## config.mk

```make
export PLATFORM = sky130hd
export DESIGN_NAME = gmod_decoder
export DESIGN_NICKNAME = d
export VERILOG_FILES = /design/src/gmod_pkg.sv /design/src/gmod_addr_gen.sv /design/src/gmod_decoder.sv /design/src/gmod_par_check.sv
export VERILOG_INCLUDE_DIRS = /design/src /design/src/src
export SDC_FILE = /design/constraint.sdc
export NUM_CORES = 1
export LEC_CHECK = 0
export BUFFER_PORTS_ARGS = -buffer_cell sky130_fd_sc_hd__buf_2
export CELL_PAD_IN_SITES_DETAIL_PLACEMENT = 1
export CELL_PAD_IN_SITES_GLOBAL_PLACEMENT = 2
export CORE_ASPECT_RATIO = 0.5
export CORE_MARGIN = 2
export CORE_UTILIZATION = 30
export DETAILED_ROUTE_END_ITERATION = 16
export PLACE_DENSITY = 0.76
export SLEW_MARGIN = 10
export SYNTH_ARGS = -nofsm -noshare
export SYNTH_HDL_FRONTEND = slang
export SYNTH_SLANG_ARGS = --single-unit
```

## constraint.sdc

```tcl
create_clock -name clk -period 3.6 [get_ports clk]
set_input_delay 0.18 -clock clk [delete_from_list [all_inputs] [get_ports clk]]
set_output_delay 0.18 -clock clk [all_outputs]
set_load 0.02 [all_outputs]
```

## src/gmod_consts.svh

```systemverilog
// constants for the general mode operand decoder
// What this block does
// RULE1: top three bits zero mark a general addressing class word.
// RULE2: bits 22 and 21 select how the low sixteen bits are read.
// RULE3: mode 00 register, 01 direct, 10 indirect, 11 immediate.
// RULE4: indirect base is any of eight auxiliary registers, zero to seven.
// RULE5: register fields carry a cpu register address from the map.
// RULE6: four encoding groups: general, three-operand, parallel, branch.
// RULE7: codes 00000-00011 address base plus/minus displacement; codes 00010/00011 update base.
// RULE8: codes 00100/00101 address base, then base becomes base plus/minus displacement.
// RULE9: codes 00110/00111 address base, then circular update by displacement.
// RULE10: float pair multiplies op1 by op2, and adds or subtracts op4/op5.
// RULE11: integer pair multiplies op1 by op2 and adds op4 and op5.
// RULE12: integer pair multiplies op1 by op2 and subtracts op5 from op4.
// RULE13: of op1, op2, op4, op5 exactly two are registers, two indirect.
// RULE14: first parallel destination is R0-R7; second is restricted indirect.
// RULE15: codes 01000-01111 mirror displacement codes using first index register.
// RULE16: codes 10000-10111 mirror displacement codes using second index register.
// RULE17: opcode 28-23, dst 20-16, src 4-0, mod 15-11, aux 10-8, disp 7-0.
`ifndef GMOD_CONSTS_SVH
`define GMOD_CONSTS_SVH
`define GMOD_CLASS_HI 31
`define GMOD_CLASS_LO 29
`define GMOD_MODE_HI 22
`define GMOD_MODE_LO 21
`define GMOD_OPC_HI 28
`define GMOD_OPC_LO 23
`define GMOD_DST_HI 20
`define GMOD_DST_LO 16
`define GMOD_SRC_HI 4
`define GMOD_SRC_LO 0
`define GMOD_PAD_HI 15
`define GMOD_PAD_LO 5
`define GMOD_MODF_HI 15
`define GMOD_MODF_LO 11
`define GMOD_AUX_HI 10
`define GMOD_AUX_LO 8
`define GMOD_DISP_HI 7
`define GMOD_DISP_LO 0
`define GMOD_FIRST_REG_MAX 5'h07
`define GMOD_AR_BASE 5'h08
`define GMOD_ADDR_RST 24'h000000
`endif

```

## src/gmod_pkg.sv

```systemverilog
// types for the general mode operand decoder
package gmod_pkg;
    typedef enum logic [1:0] {
        GMOD_GRP_GENERAL = 2'h0,
        GMOD_GRP_THREE = 2'h1,
        GMOD_GRP_PARALLEL = 2'h2,
        GMOD_GRP_BRANCH = 2'h3
    } gmod_group_e;
    typedef enum logic [1:0] {
        GMOD_SRC_REG = 2'h0,
        GMOD_SRC_DIRECT = 2'h1,
        GMOD_SRC_INDIRECT = 2'h2,
        GMOD_SRC_IMMEDIATE = 2'h3
    } gmod_mode_e;
    typedef enum logic [1:0] {
        GMOD_OFS_DISP = 2'h0,
        GMOD_OFS_INDEX_FIRST = 2'h1,
        GMOD_OFS_INDEX_SECOND = 2'h2,
        GMOD_OFS_SPECIAL = 2'h3
    } gmod_ofs_e;
    typedef enum logic [1:0] {
        GMOD_PAIR_NONE = 2'h0,
        GMOD_PAIR_FLOAT = 2'h1,
        GMOD_PAIR_INT = 2'h2
    } gmod_pair_e;
endpackage : gmod_pkg

```

## src/gmod_addr_gen.sv

```systemverilog
// indirect address generator for one auxiliary register access
`timescale 1ns/1ps
`include "gmod_consts.svh"
module gmod_addr_gen
    import gmod_pkg::*;
(
    // modification request
    input wire logic [4:0] mod_code,
    input wire logic [23:0] aux_base_reg,
    input wire logic [7:0] disp,
    input wire logic [23:0] index_reg_first,
    input wire logic [23:0] index_reg_second,
    // results
    output logic [23:0] eff_addr,
    output logic [23:0] new_base,
    output logic base_write,
    output logic circ_update,
    output logic bitrev_update,
    output logic mod_illegal
);
    gmod_ofs_e ofs_sel;
    logic [23:0] ofs;
    logic [23:0] moved;

    // offset source follows the two top bits of the code
    always_comb begin
        ofs_sel = gmod_ofs_e'(mod_code[4:3]);
        unique case (ofs_sel)
            GMOD_OFS_DISP: ofs = {16'h0000, disp}; // [RULE7]
            GMOD_OFS_INDEX_FIRST: ofs = index_reg_first; // [RULE15]
            GMOD_OFS_INDEX_SECOND: ofs = index_reg_second; // [RULE16]
            // special codes only ever add the first index register
            GMOD_OFS_SPECIAL: ofs = index_reg_first;
        endcase
        moved = mod_code[0] ? aux_base_reg - ofs : aux_base_reg + ofs;
    end

    // pre forms address the moved value, post forms address the base
    always_comb begin
        eff_addr = aux_base_reg;
        new_base = aux_base_reg;
        base_write = 1'b0;
        circ_update = 1'b0;
        bitrev_update = 1'b0;
        mod_illegal = 1'b0;
        if (mod_code[4:3] != 2'h3) begin
            unique case (mod_code[2:1])
                2'h0: eff_addr = moved; // [RULE7]
                2'h1: begin
                    eff_addr = moved; // [RULE7]
                    new_base = moved;
                    base_write = 1'b1;
                end
                2'h2: begin
                    new_base = moved; // [RULE8]
                    base_write = 1'b1;
                end
                2'h3: begin
                    // modular wrap lives in the buffer unit outside
                    new_base = moved; // [RULE9]
                    base_write = 1'b1;
                    circ_update = 1'b1;
                end
            endcase
        end else if (mod_code == 5'h19) begin
            new_base = aux_base_reg + index_reg_first;
            base_write = 1'b1;
            bitrev_update = 1'b1;
        end else if (mod_code != 5'h18) begin
            mod_illegal = 1'b1;
        end
    end
endmodule : gmod_addr_gen

```

## src/gmod_decoder.sv

```systemverilog
// general mode operand decoder with auxiliary register file
`timescale 1ns/1ps
`include "gmod_consts.svh"
module gmod_decoder
    import gmod_pkg::*;
(
    // clock and reset
    input wire logic clk,
    input wire logic arst_n,
    // instruction in
    input wire logic instr_valid,
    input wire logic [31:0] instr,
    // index registers from the core
    input wire logic [23:0] index_reg_first,
    input wire logic [23:0] index_reg_second,
    // parallel multiply pair request
    input wire logic par_valid,
    input wire logic par_float,
    input wire logic par_subtract,
    input wire logic op1_is_reg,
    input wire logic op2_is_reg,
    input wire logic op4_is_reg,
    input wire logic op5_is_reg,
    input wire logic [4:0] par_first_dst,
    input wire logic [4:0] par_second_mod,
    // decoded general instruction
    output logic dec_valid,
    output gmod_group_e dec_group,
    output logic dec_general,
    output gmod_mode_e dec_mode,
    output logic [5:0] dec_opcode,
    output logic [4:0] dec_dst_reg,
    output logic [4:0] dec_src_reg,
    output logic [15:0] dec_direct,
    output logic [15:0] dec_immediate,
    output logic [23:0] dec_eff_addr,
    output logic dec_circ,
    output logic dec_bitrev,
    output logic dec_error,
    // auxiliary register view
    output logic [23:0] aux_base_reg [8],
    // decoded parallel pair
    output logic par_dec_valid,
    output gmod_pair_e par_kind,
    output logic par_mul_float,
    output logic par_mul_int,
    output logic par_addsub_sub,
    output logic par_ok
);
    logic [23:0] next_aux [8];
    logic [2:0] aux_sel;
    logic [4:0] mod_code;
    logic [23:0] ag_addr;
    logic [23:0] ag_base;
    logic ag_write;
    logic ag_circ;
    logic ag_bitrev;
    logic ag_illegal;
    logic pc_ok;
    logic is_general;
    gmod_mode_e mode;

    logic next_dec_valid;
    gmod_group_e next_dec_group;
    logic next_dec_general;
    gmod_mode_e next_dec_mode;
    logic [5:0] next_dec_opcode;
    logic [4:0] next_dec_dst_reg;
    logic [4:0] next_dec_src_reg;
    logic [15:0] next_dec_direct;
    logic [15:0] next_dec_immediate;
    logic [23:0] next_dec_eff_addr;
    logic next_dec_circ;
    logic next_dec_bitrev;
    logic next_dec_error;
    logic next_par_dec_valid;
    gmod_pair_e next_par_kind;
    logic next_par_mul_float;
    logic next_par_mul_int;
    logic next_par_addsub_sub;
    logic next_par_ok;

    // group from the top three bits; 000 is general, 001 three-operand
    function automatic gmod_group_e group_of(input logic [2:0] top);
        if (top == 3'h0) begin
            group_of = GMOD_GRP_GENERAL;
        end else if (top == 3'h1) begin
            group_of = GMOD_GRP_THREE;
        end else if (top[2:1] == 2'h1) begin
            group_of = GMOD_GRP_BRANCH;
        end else begin
            group_of = GMOD_GRP_PARALLEL;
        end
    endfunction : group_of

    // field extraction for the general class
    always_comb begin
        is_general = (instr[`GMOD_CLASS_HI:`GMOD_CLASS_LO] == 3'h0); // [RULE1]
        mode = gmod_mode_e'(instr[`GMOD_MODE_HI:`GMOD_MODE_LO]); // [RULE2]
        aux_sel = instr[`GMOD_AUX_HI:`GMOD_AUX_LO]; // [RULE4]
        mod_code = instr[`GMOD_MODF_HI:`GMOD_MODF_LO];
    end

    gmod_addr_gen u_addr_gen (
        .mod_code(mod_code),
        .aux_base_reg(aux_base_reg[aux_sel]),
        .disp(instr[`GMOD_DISP_HI:`GMOD_DISP_LO]),
        .index_reg_first(index_reg_first),
        .index_reg_second(index_reg_second),
        .eff_addr(ag_addr),
        .new_base(ag_base),
        .base_write(ag_write),
        .circ_update(ag_circ),
        .bitrev_update(ag_bitrev),
        .mod_illegal(ag_illegal)
    );

    gmod_par_check u_par_check (
        .op1_is_reg(op1_is_reg),
        .op2_is_reg(op2_is_reg),
        .op4_is_reg(op4_is_reg),
        .op5_is_reg(op5_is_reg),
        .first_dst(par_first_dst),
        .second_mod(par_second_mod),
        .placement_ok(pc_ok)
    );

    // next decode values; decoded fields hold between valid words, dec_valid, dec_circ, dec_bitrev and dec_error drop
    always_comb begin
        next_dec_valid = instr_valid;
        next_dec_group = dec_group;
        next_dec_general = dec_general;
        next_dec_mode = dec_mode;
        next_dec_opcode = dec_opcode;
        next_dec_dst_reg = dec_dst_reg;
        next_dec_src_reg = dec_src_reg;
        next_dec_direct = dec_direct;
        next_dec_immediate = dec_immediate;
        next_dec_eff_addr = dec_eff_addr;
        next_dec_circ = 1'b0;
        next_dec_bitrev = 1'b0;
        next_dec_error = 1'b0;
        next_aux = aux_base_reg;
        if (instr_valid) begin
            next_dec_group = group_of(instr[31:29]); // [RULE6]
            next_dec_general = is_general;
            next_dec_mode = mode;
            next_dec_opcode = instr[`GMOD_OPC_HI:`GMOD_OPC_LO];
            next_dec_dst_reg = instr[`GMOD_DST_HI:`GMOD_DST_LO]; // [RULE5]
            next_dec_src_reg = 5'h00;
            next_dec_direct = 16'h0000;
            next_dec_immediate = 16'h0000;
            next_dec_eff_addr = `GMOD_ADDR_RST;
            if (is_general) begin
                unique case (mode) // [RULE3]
                    GMOD_SRC_REG: begin
                        next_dec_src_reg = instr[`GMOD_SRC_HI:`GMOD_SRC_LO];
                        // nonzero padding is a malformed word [RULE17]
                        next_dec_error =
                            (instr[`GMOD_PAD_HI:`GMOD_PAD_LO] != 11'h000);
                    end
                    GMOD_SRC_DIRECT: next_dec_direct = instr[15:0];
                    GMOD_SRC_INDIRECT: begin
                        next_dec_eff_addr = ag_addr;
                        next_dec_circ = ag_circ;
                        next_dec_bitrev = ag_bitrev;
                        next_dec_error = ag_illegal;
                        // a refused code leaves the base untouched
                        if (ag_write && !ag_illegal) begin
                            next_aux[aux_sel] = ag_base; // [RULE4]
                        end
                    end
                    GMOD_SRC_IMMEDIATE: next_dec_immediate = instr[15:0];
                endcase
            end
        end
    end

    // parallel pair decode: multiply op1*op2, add or subtract op4/op5
    always_comb begin
        next_par_dec_valid = par_valid;
        next_par_kind = par_kind;
        next_par_mul_float = par_mul_float;
        next_par_mul_int = par_mul_int;
        next_par_addsub_sub = par_addsub_sub;
        next_par_ok = par_ok;
        if (par_valid) begin
            next_par_kind = par_float ? GMOD_PAIR_FLOAT : GMOD_PAIR_INT;
            next_par_mul_float = par_float; // [RULE10]
            next_par_mul_int = !par_float; // [RULE11]
            // subtract form is op4 minus op5 for both kinds
            next_par_addsub_sub = par_subtract; // [RULE12]
            next_par_ok = pc_ok; // [RULE13] [RULE14]
        end
    end

    // register stage
    always_ff @(posedge clk or negedge arst_n) begin
        if (!arst_n) begin
            dec_valid <= 1'b0;
            dec_group <= GMOD_GRP_GENERAL;
            dec_general <= 1'b0;
            dec_mode <= GMOD_SRC_REG;
            dec_opcode <= 6'h00;
            dec_dst_reg <= 5'h00;
            dec_src_reg <= 5'h00;
            dec_direct <= 16'h0000;
            dec_immediate <= 16'h0000;
            dec_eff_addr <= `GMOD_ADDR_RST;
            dec_circ <= 1'b0;
            dec_bitrev <= 1'b0;
            dec_error <= 1'b0;
            for (int i = 0; i < 8; i++) begin
                aux_base_reg[i] <= `GMOD_ADDR_RST;
            end
            par_dec_valid <= 1'b0;
            par_kind <= GMOD_PAIR_NONE;
            par_mul_float <= 1'b0;
            par_mul_int <= 1'b0;
            par_addsub_sub <= 1'b0;
            par_ok <= 1'b0;
        end else begin
            dec_valid <= next_dec_valid;
            dec_group <= next_dec_group;
            dec_general <= next_dec_general;
            dec_mode <= next_dec_mode;
            dec_opcode <= next_dec_opcode;
            dec_dst_reg <= next_dec_dst_reg;
            dec_src_reg <= next_dec_src_reg;
            dec_direct <= next_dec_direct;
            dec_immediate <= next_dec_immediate;
            dec_eff_addr <= next_dec_eff_addr;
            dec_circ <= next_dec_circ;
            dec_bitrev <= next_dec_bitrev;
            dec_error <= next_dec_error;
            aux_base_reg <= next_aux;
            par_dec_valid <= next_par_dec_valid;
            par_kind <= next_par_kind;
            par_mul_float <= next_par_mul_float;
            par_mul_int <= next_par_mul_int;
            par_addsub_sub <= next_par_addsub_sub;
            par_ok <= next_par_ok;
        end
    end
endmodule : gmod_decoder

```

## src/gmod_par_check.sv

```systemverilog
// operand placement check for parallel multiply pairs
`timescale 1ns/1ps
`include "gmod_consts.svh"
module gmod_par_check (
    // operand kinds, high means register address
    input wire logic op1_is_reg,
    input wire logic op2_is_reg,
    input wire logic op4_is_reg,
    input wire logic op5_is_reg,
    // destinations
    input wire logic [4:0] first_dst,
    input wire logic [4:0] second_mod,
    // verdict
    output logic placement_ok
);
    logic [2:0] reg_count;
    logic mod_ok;

    // exactly two register operands, two indirect
    always_comb begin
        reg_count = {2'h0, op1_is_reg} + {2'h0, op2_is_reg}
            + {2'h0, op4_is_reg} + {2'h0, op5_is_reg}; // [RULE13]
        // second destination may use codes 00000-10111 and 11000
        mod_ok = (second_mod[4:3] != 2'h3) || (second_mod == 5'h18);
        placement_ok = (reg_count == 3'h2)
            && (first_dst <= `GMOD_FIRST_REG_MAX) && mod_ok; // [RULE14]
    end
endmodule : gmod_par_check

```

==> results of run 1 <==
[timing repair]
item,CTS,global route
hold buffers,36,0
hold endpoints to repair,154,0
setup endpoints to repair,44,115
pin swaps,12,37
setup buffers,1,12
gates cloned,0,1
resized for setup,21,98
[area by class of cell]
class / instances / area share, %
clock buffers: 34 / 3.331
inverters: 37 / 0.6505
clock inverters: 13 / 0.6673
well taps: 690 / 3.869
multi-input cells: 1188 / 38.08
flip-flops and latches: 278 / 31.18
repair buffers: 743 / 22.22
[stage by stage]
step	std cells	setup slack (ns)
2_1_floorplan	1612	-0.1710
3_3_place_gp	2887	-0.5907
3_5_place_dp	2887	-0.5883
4_1_cts	2971	0.0004228
5_1_grt	2983	-0.1173
6_report	2983	-0.04403
[layer usage]
| metal | routed length [um] | global-route usage, % |
|---|---|---|
| met1 | 32200 | 35.25 |
| met2 | 34250 | 44.33 |
| met3 | 3274 | 3.291 |
| met4 | 2368 | 7.702 |
| met5 | 0 | 0 |
[synth_stat cells, types with 10 or more instances]
library cell	number	area [um2]
o2bb2ai_1	10	87.58
mux2_2	24	270.3
nor2_1	209	784.5
mux2i_1	18	180.2
o21ai_0	78	390.4
nor3_1	14	70.07
o21a_1	12	90.09
clkbuf_1	65	244.0
xor2_1	34	297.8
xnor2_1	26	227.7
buf_1	17	63.81
nand4_1	16	100.1
a22oi_1	86	645.6
and4_1	13	113.9
nand3_1	14	70.07
nor2b_1	15	93.84
and3_1	13	81.33
dfrtp_1	278	6957
a21oi_1	188	940.9
a22o_1	46	402.9
inv_1	36	135.1
a21o_1	15	112.6
ha_1	49	613.1
a31oi_1	19	118.9
buf_2	15	75.07
a221oi_2	12	180.2
nand2_1	118	442.9
[report_power, final]
part           switching [mW]  total [mW]  internal [mW]
Sequential              0.118        3.37           3.26
Combinational            1.38        2.34          0.963
Clock                    1.38        3.00           1.61
[cells by family after synthesis]
group	Yosys count
compound gates	561
xor+xnor	60
fa+ha+maj	52
buf+inv	147
flops	278
mux	59
simple gates	455
[worst max-delay path by stage]
stage | from | endpoint | slack [ns] | depth (start not counted)
finish | aux_base_reg[168] | aux_base_reg[118] | -0.04 | 17
global route | aux_base_reg[168] | aux_base_reg[22] | -0.12 | 17
CTS | aux_base_reg[24] | aux_base_reg[142] | 0.0004 | 16
detailed placement | instr[10] | aux_base_reg[167] | -0.59 | 19
global placement | instr[10] | aux_base_reg[167] | -0.59 | 19
floorplan | instr[15] | aux_base_reg[167] | -0.17 | 18
[worst max-delay path, cell delays in order (launching register included)]
cell      delay [ns]
dfrtp_1         0.39
a22oi_2         0.17
nand4_1         0.16
buf_6           0.18
inv_4           0.05
ha_4            0.13
inv_2           0.04
fa_2            0.41
a21oi_4         0.18
o21ai_2         0.10
a21oi_4         0.20
o32ai_4         0.13
a211o_4         0.42
a21oi_4         0.21
mux2i_2         0.28
o2111a_2        0.26
buf_12          0.14
a21oi_1         0.07
==> results.sh, run 1 <==
export IMPL_status="finished with violations"
export IMPL_violations="negative setup slack"
export IMPL_cts_max_level=1
export IMPL_num_vias=15790
export IMPL_drv_slew=0
export IMPL_wl_per_cell_um=24.17
export IMPL_cts_tree="yes"
export IMPL_leakagePower_nw=11.14
export IMPL_worstHoldPathCells=3
export IMPL_reg2reg_depth=17
export IMPL_drive_above_1_share_pct=41.52
export IMPL_fin_area_um2=22310
export IMPL_rsz0062_at_grt="yes"
export IMPL_placed_cell_area_um2=20380
export IMPL_min_from="instr[15]"
export IMPL_grt_ovfl_total=0
export IMPL_multiInputGateArea_um2=8496
export IMPL_die_width_um=324.9
export IMPL_skew_ns=0.05573
export IMPL_syn_num_nets=1764
export IMPL_powerDensity_nw_per_um2=390.4
export IMPL_synth_compound_area_share_pct=24.61
export IMPL_rrSetupSlack_ns=-0.04
export IMPL_synthMuxAreaShare_pct=4.780
export IMPL_crit_fanout=8
export IMPL_drtIter0Drc=1136
export IMPL_grt_total_usage_pct=26.15
export IMPL_hold_violations=0
export IMPL_syn_area_per_cell_um2=9.580
export IMPL_yosys_area_share_simple_pct=13.47
export IMPL_grt_pass1_wl_um=106000
export IMPL_numPortBuffers=376
export IMPL_netlist_area_um2=15440
export IMPL_hold_class="in -> reg"
export IMPL_cts_sinks=278
export IMPL_maxCapViolCount=0
export IMPL_crit_required_ns=4.10
export IMPL_largest_reg_flops=192
export IMPL_syn_to_final_growth_pct=44.48
export IMPL_period_minus_slack_ns=3.644
export IMPL_hold_ws_ns=0.009532
export IMPL_finalNetCount=2428
export IMPL_layout_common_cells="buf_2 (373), buf_4 (307), dfrtp_1 (278)"
export IMPL_cts_buffer_depth=3
export IMPL_ant_nets=0
export IMPL_dominantRegCellSynth="dfrtp_1"
export IMPL_clock_latency_ns=0.62
export IMPL_start_util_pct=30.57
export IMPL_die_h_um=164.4
export IMPL_worst_r2r_endpoint="aux_base_reg[118]"
export IMPL_fmax_mhz=274.4
export IMPL_p_total_mw=8.710
export IMPL_ys_ff_latch=278
export IMPL_synth_fa_ha_area_share_pct=4.359
export IMPL_clk_pin_slew_ns=0.06
export IMPL_postLayoutCoreUtil_pct=44.17
export IMPL_antenna_found_initial=0
export IMPL_layout_commonest_cell="buf_2"
export IMPL_nFillCells=5836
export IMPL_grt_max_degree=111
export IMPL_critPathArrivalTime_ns=4.14
export IMPL_fp_dieArea_um2=53420
export IMPL_synthXorXnorAreaFrac_pct=3.403
export IMPL_synthArstFlopShare_pct=100.0
export IMPL_dp_hpwl_um=54380
export IMPL_yosys_warnings=0
export IMPL_drc=0
export IMPL_n_antenna_cell=0
export IMPL_syn_inst=1612
export IMPL_synth_edf_count=0
export IMPL_setup_viol=8
export IMPL_fin_setup_tns_ns=-0.2612
export IMPL_gp_congestion=0.9501
export IMPL_rows=58
export IMPL_critPathKind="reg -> reg"
export IMPL_synth_top_family_by_area="compound AO/OA/AOI/OAI gates"
export IMPL_r2r_start="aux_base_reg[168]"
export IMPL_grt_pass1_vias=16120
export IMPL_fp_coreArea_um2=50510
export IMPL_vias_per_cell=5.294
export IMPL_wirelength_um=72100
export IMPL_numCtsBuffers=28
export IMPL_worstMarginPinSlew_ns=0.9789
export IMPL_period_share_pct=101.2
export IMPL_relSlewSlack_pct=34.74
export IMPL_area_sequential_um2=6957
export IMPL_clockRootBuffer="clkbuf_16"
export IMPL_ys_seq_area_share_pct=45.05
export IMPL_crit_path_end_kind="flip-flop"
export IMPL_ios=380
export IMPL_cp_start_kind="flip-flop"
export IMPL_timing_final_ws_setup_ns=-0.04403
export IMPL_irDropWorstVdd_v=0.0003757
export IMPL_synth_cell_type_count=88
export IMPL_worstHoldEndpoint="dec_immediate[15]"
export IMPL_dr_pass1_iters=5
(Power assumes the default switching activity.)
==> run 2: changes to the inputs <==
Settings changed: PLACE_DENSITY 0.76 to 0.74.
==> results.sh, run 2 (synthesis results as in run 1) <==
export IMPL_status="finished with violations"
export IMPL_violations="negative setup slack"
export IMPL_cts_max_level=1
export IMPL_die_width_um=324.9
export IMPL_clk_pin_slew_ns=0.07
export IMPL_crit_required_ns=4.04
export IMPL_layout_common_cells="buf_2 (374), buf_4 (336), dfrtp_1 (278)"
export IMPL_skew_ns=0.04686
export IMPL_relSlewSlack_pct=38.48
export IMPL_postLayoutCoreUtil_pct=44.37
export IMPL_grt_pass1_vias=16080
export IMPL_drc=0
export IMPL_path_buf_inv=4
export IMPL_drive_above_1_share_pct=41.36
export IMPL_period_minus_slack_ns=3.628
export IMPL_wl_per_cell_um=23.65
export IMPL_fmax_mhz=275.6
export IMPL_ios=380
export IMPL_placed_cell_area_um2=20520
export IMPL_fp_coreArea_um2=50510
export IMPL_grt_ovfl_total=0
export IMPL_crit_chain="a22oi_2 > nand4_1 > inv_1 > ha_2 > inv_2 > fa_2 > a21oi_2 > o21ai_2 > a21oi_2 > o32ai_2 > a211o_2 > buf_4 > xor2_2 > a22oi_2 > o41a_1 > buf_6 > a21oi_1"
export IMPL_cp_slowest_stage_delay_ns=0.42
export IMPL_fin_area_um2=22410
export IMPL_wirelength_um=71380
export IMPL_gp_congestion=0.9096
export IMPL_start_util_pct=30.57
export IMPL_numPortBuffers=376
export IMPL_fp_dieArea_um2=53420
export IMPL_grt_total_usage_pct=25.84
export IMPL_antenna_found_initial=1
export IMPL_maxCapViolCount=0
export IMPL_fin_cells=3018
export IMPL_path_depth=17
export IMPL_hold_class="in -> reg"
export IMPL_rsz0062_at_grt="yes"
export IMPL_numCtsBuffers=30
export IMPL_cts_buffer_depth=3
export IMPL_cts_sinks=278
export IMPL_syn_to_final_growth_pct=45.14
export IMPL_dp_cells=2908
export IMPL_dr_pass1_iters=5
export IMPL_setup_viol=5
export IMPL_crit_slowest_cell="dfrtp_1"
export IMPL_largest_reg_flops=192
export IMPL_dp_hpwl_um=54630
export IMPL_finalNetCount=2454
export IMPL_clockRootBuffer="clkbuf_16"
export IMPL_irDropWorstVdd_v=0.0003419
export IMPL_cts_tree="yes"
export IMPL_timing_final_ws_setup_ns=-0.02849
export IMPL_fin_setup_tns_ns=-0.06406
export IMPL_period_share_pct=100.8
export IMPL_crit_path_end_kind="flip-flop"
export IMPL_layout_commonest_cell="buf_2"
export IMPL_leakagePower_nw=11.31
export IMPL_crit_fanout=8
export IMPL_worstMarginPinSlew_ns=0.9228
export IMPL_clock_latency_ns=0.62
export IMPL_ant_nets=0
export IMPL_worstHoldPathCells=2
export IMPL_vias_per_cell=5.212
export IMPL_hold_violations=0
export IMPL_cp_start_kind="flip-flop"
export IMPL_path_delay_family="compound AO/OA/AOI/OAI gates"
export IMPL_powerDensity_nw_per_um2=399.0
export IMPL_critPathArrivalTime_ns=4.06
export IMPL_drv_slew=0
export IMPL_critPathKind="reg -> reg"
export IMPL_num_vias=15730
export IMPL_reg2reg_depth=17
export IMPL_rows=58
export IMPL_grt_max_degree=109
export IMPL_die_h_um=164.4
export IMPL_hold_ws_ns=0.09213
export IMPL_grt_pass1_wl_um=104900
export IMPL_drtIter0Drc=1036
## run 2: cell types whose count changed in the layout (fill, tap and decap cells not counted), moves of 3 or more
cell | before | now
buf_4 | 307 | 336
a21oi_1 | 156 | 167
a21oi_2 | 27 | 21
a21oi_4 | 5 | 0
buf_6 | 11 | 6
ha_1 | 39 | 43
ha_4 | 8 | 5
## run 2: report_power, final
part | internal, mW | switching, mW
registers | 3.26 | 0.122
clock network | 1.85 | 1.43
logic | 0.941 | 1.34
## run 2: through the flow
step	worst slack (ns)	total power, mW
floorplan	-0.1710	4.489
global placement	-0.5097	5.533
detailed placement	-0.6134	5.560
CTS	0.001100	8.907
global route	-0.1777	9.304
finish	-0.02849	8.942
## run 2: layout make-up
class	instances	area [um2]
diodes	2	5.005
clock buffers	40	828.3
clock inverters	16	202.7
fillers	5835	28100
inverters	37	142.6
multi-input cells	1188	8307
flip-flops and latches	278	6957
well taps	690	863.3
repair buffers	767	5107
## run 2: worst reg2reg max path, delay by kind of cell (launching register included)
| kind | cells | cell delay, ns |
|---|---|---|
| flip-flops | 1 | 0.42 |
| adder cells (fa/ha/maj) | 2 | 0.54 |
| XOR/XNOR | 1 | 0.15 |
| buffers and inverters | 4 | 0.48 |
| AND/OR/NAND/NOR | 1 | 0.25 |
| AO/OA/AOI/OAI | 9 | 1.61 |
## run 2: worst paths after layout
kind,startpoint,slack (ns),end
max in group asynchronous,arst_n,2.35,dec_opcode[1]
setup reg to reg,aux_base_reg[120],-0.03,aux_base_reg[112]
setup / recovery,aux_base_reg[120],-0.03,aux_base_reg[112]
hold reg to reg,dec_eff_addr[7],0.48,dec_eff_addr[7]
min in group asynchronous,arst_n,0.24,par_dec_valid
hold / removal,instr[11],0.09,dec_direct[11]
## run 2: repair_timing
action	in CTS	in global routing
gates cloned	1	0
endpoints found under the setup margin	71	124
hold endpoints to repair	154	0
pin swaps	10	36
buffers inserted	3	14
hold buffers	37	0
resized for setup	10	74
## run 2: metal layers
metal  global-route usage (%)  vias to the layer above  wire length [um]  part of all wire [%]
met5                        0                        -                 0                     0
met4                    5.114                        0              1487                   2.1
met3                    2.943                       84              3323                   4.7
met2                    43.84                      370             33850                    47
met1                    35.89                     8016             32730                    46
li1                         -                     7260                 -                     -
==> run 3: changes to the inputs <==
Settings changed: CORE_ASPECT_RATIO 0.5 to 0.7.
==> results.sh, run 3 (synthesis results as in run 1) <==
export IMPL_status="finished, final reports clean"
export IMPL_cts_sinks=278
export IMPL_hold_violations=0
export IMPL_largest_reg_flops=192
export IMPL_die_h_um=193.8
export IMPL_dr_pass1_iters=5
export IMPL_grt_total_usage_pct=26.32
export IMPL_skew_ns=0.01497
export IMPL_cts_buffer_depth=3
export IMPL_nFillCells=5897
export IMPL_pwr_share_comb_pct=25.6
export IMPL_rsz0062_at_grt="yes"
export IMPL_p_int_mw=6.076
export IMPL_p_sw_mw=2.783
export IMPL_critPathArrivalTime_ns=4.07
export IMPL_period_minus_slack_ns=3.567
export IMPL_wl_per_cell_um=23.99
export IMPL_drv_slew=0
export IMPL_clock_latency_ns=0.58
export IMPL_dp_hpwl_um=53940
export IMPL_critPathKind="reg -> reg"
export IMPL_finalNetCount=2435
export IMPL_leakagePower_nw=11.21
export IMPL_fp_coreArea_um2=50760
export IMPL_fp_dieArea_um2=53330
export IMPL_grtUsageMet1_pct=35.79
export IMPL_r2r_start="aux_base_reg[122]"
export IMPL_rows=69
export IMPL_drtIter0Drc=917
export IMPL_worstMarginPinSlew_ns=0.8782
export IMPL_vias_per_cell=5.320
export IMPL_irDropWorstVdd_v=0.0003124
export IMPL_grt_ovfl_total=0
export IMPL_crit_path_end_kind="flip-flop"
export IMPL_crit_fanout=9
export IMPL_worstSetupStartpoint="aux_base_reg[122]"
export IMPL_wirelength_um=71490
export IMPL_grt_pass1_vias=17000
export IMPL_grt_busiest_layer="met2"
export IMPL_hold_class="in -> reg"
export IMPL_cp_start_kind="flip-flop"
export IMPL_relSlewSlack_pct=41.00
export IMPL_clkPwrFrac_pct=36.2
export IMPL_start_util_pct=30.42
export IMPL_maxCapViolCount=0
export IMPL_period_share_pct=99.09
export IMPL_fin_setup_tns_ns=0
export IMPL_min_from="instr[29]"
export IMPL_gp_congestion=0.9123
export IMPL_seq_power_share_pct=38.1
export IMPL_numPortBuffers=376
export IMPL_layout_common_cells="buf_2 (371), buf_4 (311), dfrtp_1 (277)"
export IMPL_syn_to_final_growth_pct=45.23
export IMPL_die_width_um=275.2
export IMPL_clk_pin_slew_ns=0.06
export IMPL_grt_max_degree=101
export IMPL_use_met3_pct=4.582
export IMPL_antenna_found_initial=5
export IMPL_clockRootBuffer="clkbuf_16"
export IMPL_ios=380
export IMPL_powerDensity_nw_per_um2=395.0
export IMPL_drive_above_1_share_pct=41.75
export IMPL_placed_cell_area_um2=20280
export IMPL_switching_share_pct=31.41
export IMPL_crit_required_ns=4.10
export IMPL_cts_max_level=1
export IMPL_grt_pass1_wl_um=107100
export IMPL_fmax_mhz=280.3
export IMPL_layout_commonest_cell="buf_2"
export IMPL_met2_usage_pct=42.83
export IMPL_setup_viol=0
export IMPL_cts_tree="yes"
export IMPL_ant_nets=0
export IMPL_num_vias=15860
export IMPL_fin_area_um2=22430
export IMPL_drc=0
export IMPL_numCtsBuffers=30
==> run 3: changes by cell type in the layout (fill, tap and decap cells not counted), sizes merged <==
cell / before / now
buf: 730 / 709
clkinv: 12 / 5
clkbuf: 40 / 45
clkinvlp: 1 / 3
dlygate4sd3: 37 / 36
mux2i: 25 / 26
nand2: 122 / 121
==> run 3: layer usage <==
layer	wire length, um	part of all wire [%]
met5	36	0.050
met4	2230	3.1
met3	3461	4.8
met2	33760	47
met1	32000	45
==> run 3: worst paths after layout <==
check,endpoint,slack (ns),depth (start not counted)
worst max-delay path,aux_base_reg[47],0.03,15
worst min-delay path,dec_general,0.03,4
worst max register to register,aux_base_reg[47],0.03,15
worst min register to register,dec_eff_addr[8],0.49,1
max in group asynchronous,aux_base_reg[4],2.36,3
min in group asynchronous,dec_opcode[5],0.26,2
==> run 3: power by group through the flow <==
stage                     Clock, mW  Sequential (mW)  Combinational (mW)
after floorplan                   0             3.56               0.925
after global placement            0             3.43                2.03
after detailed placement          0             3.43                2.08
after CTS                      3.28             3.38                2.16
after global routing           3.41             3.39                2.45
final                          3.21             3.38                2.27
==> run 3: timing repair <==
item | CTS | global route
gates cloned | 1 | 0
hold buffers | 36 | 0
gates resized for setup | 30 | 86
pin swaps | 30 | 47
setup endpoints to repair | 80 | 120
setup buffers | 8 | 28
hold endpoints to repair | 143 | 0
==> run 3: critical path: stages, from the launching register on <==
cell      delay (ns)
dfrtp_1         0.39
a22oi_2         0.21
and4_4          0.30
inv_4           0.06
ha_4            0.27
o211ai_1        0.15
o211ai_2        0.27
a311oi_2        0.12
buf_4           0.17
o31a_1          0.35
o31ai_2         0.31
xor2_1          0.22
buf_4           0.18
nand2_8         0.07
a21bo_4         0.29
o21ai_2         0.12
==> run 3: layout make-up <==
cell class                      instances  area, um2  share of cell area, %
Clock buffer                           42      857.1                  3.822
Timing Repair Buffer                  748       5049                  22.51
Tap cell                              674      843.3                  3.760
Inverter                               37      143.9                 0.6416
Clock inverter                         11      141.4                 0.6304
Multi-Input combinational cell       1188       8429                  37.59
Sequential cell                       278       6958                  31.03
Antenna cell                            2      5.005                0.02232
==> run 3: stage by stage <==
stage / power [mW] / cells / utilization (%) / setup slack, ns / hold slack (ns)
floorplan: 4.489 / 1612 / - / -0.1710 / -0.1156
global placement: 5.460 / 2855 / 39.95 / -0.6749 / 0.3190
detailed placement: 5.508 / 2855 / 39.95 / -0.6942 / 0.3260
CTS: 8.815 / 2952 / 43.00 / -0.04186 / 0.002019
global route: 9.246 / 2979 / 44.17 / -0.1002 / 0.07798
finish: 8.859 / 2980 / 44.18 / 0.03275 / 0.02692
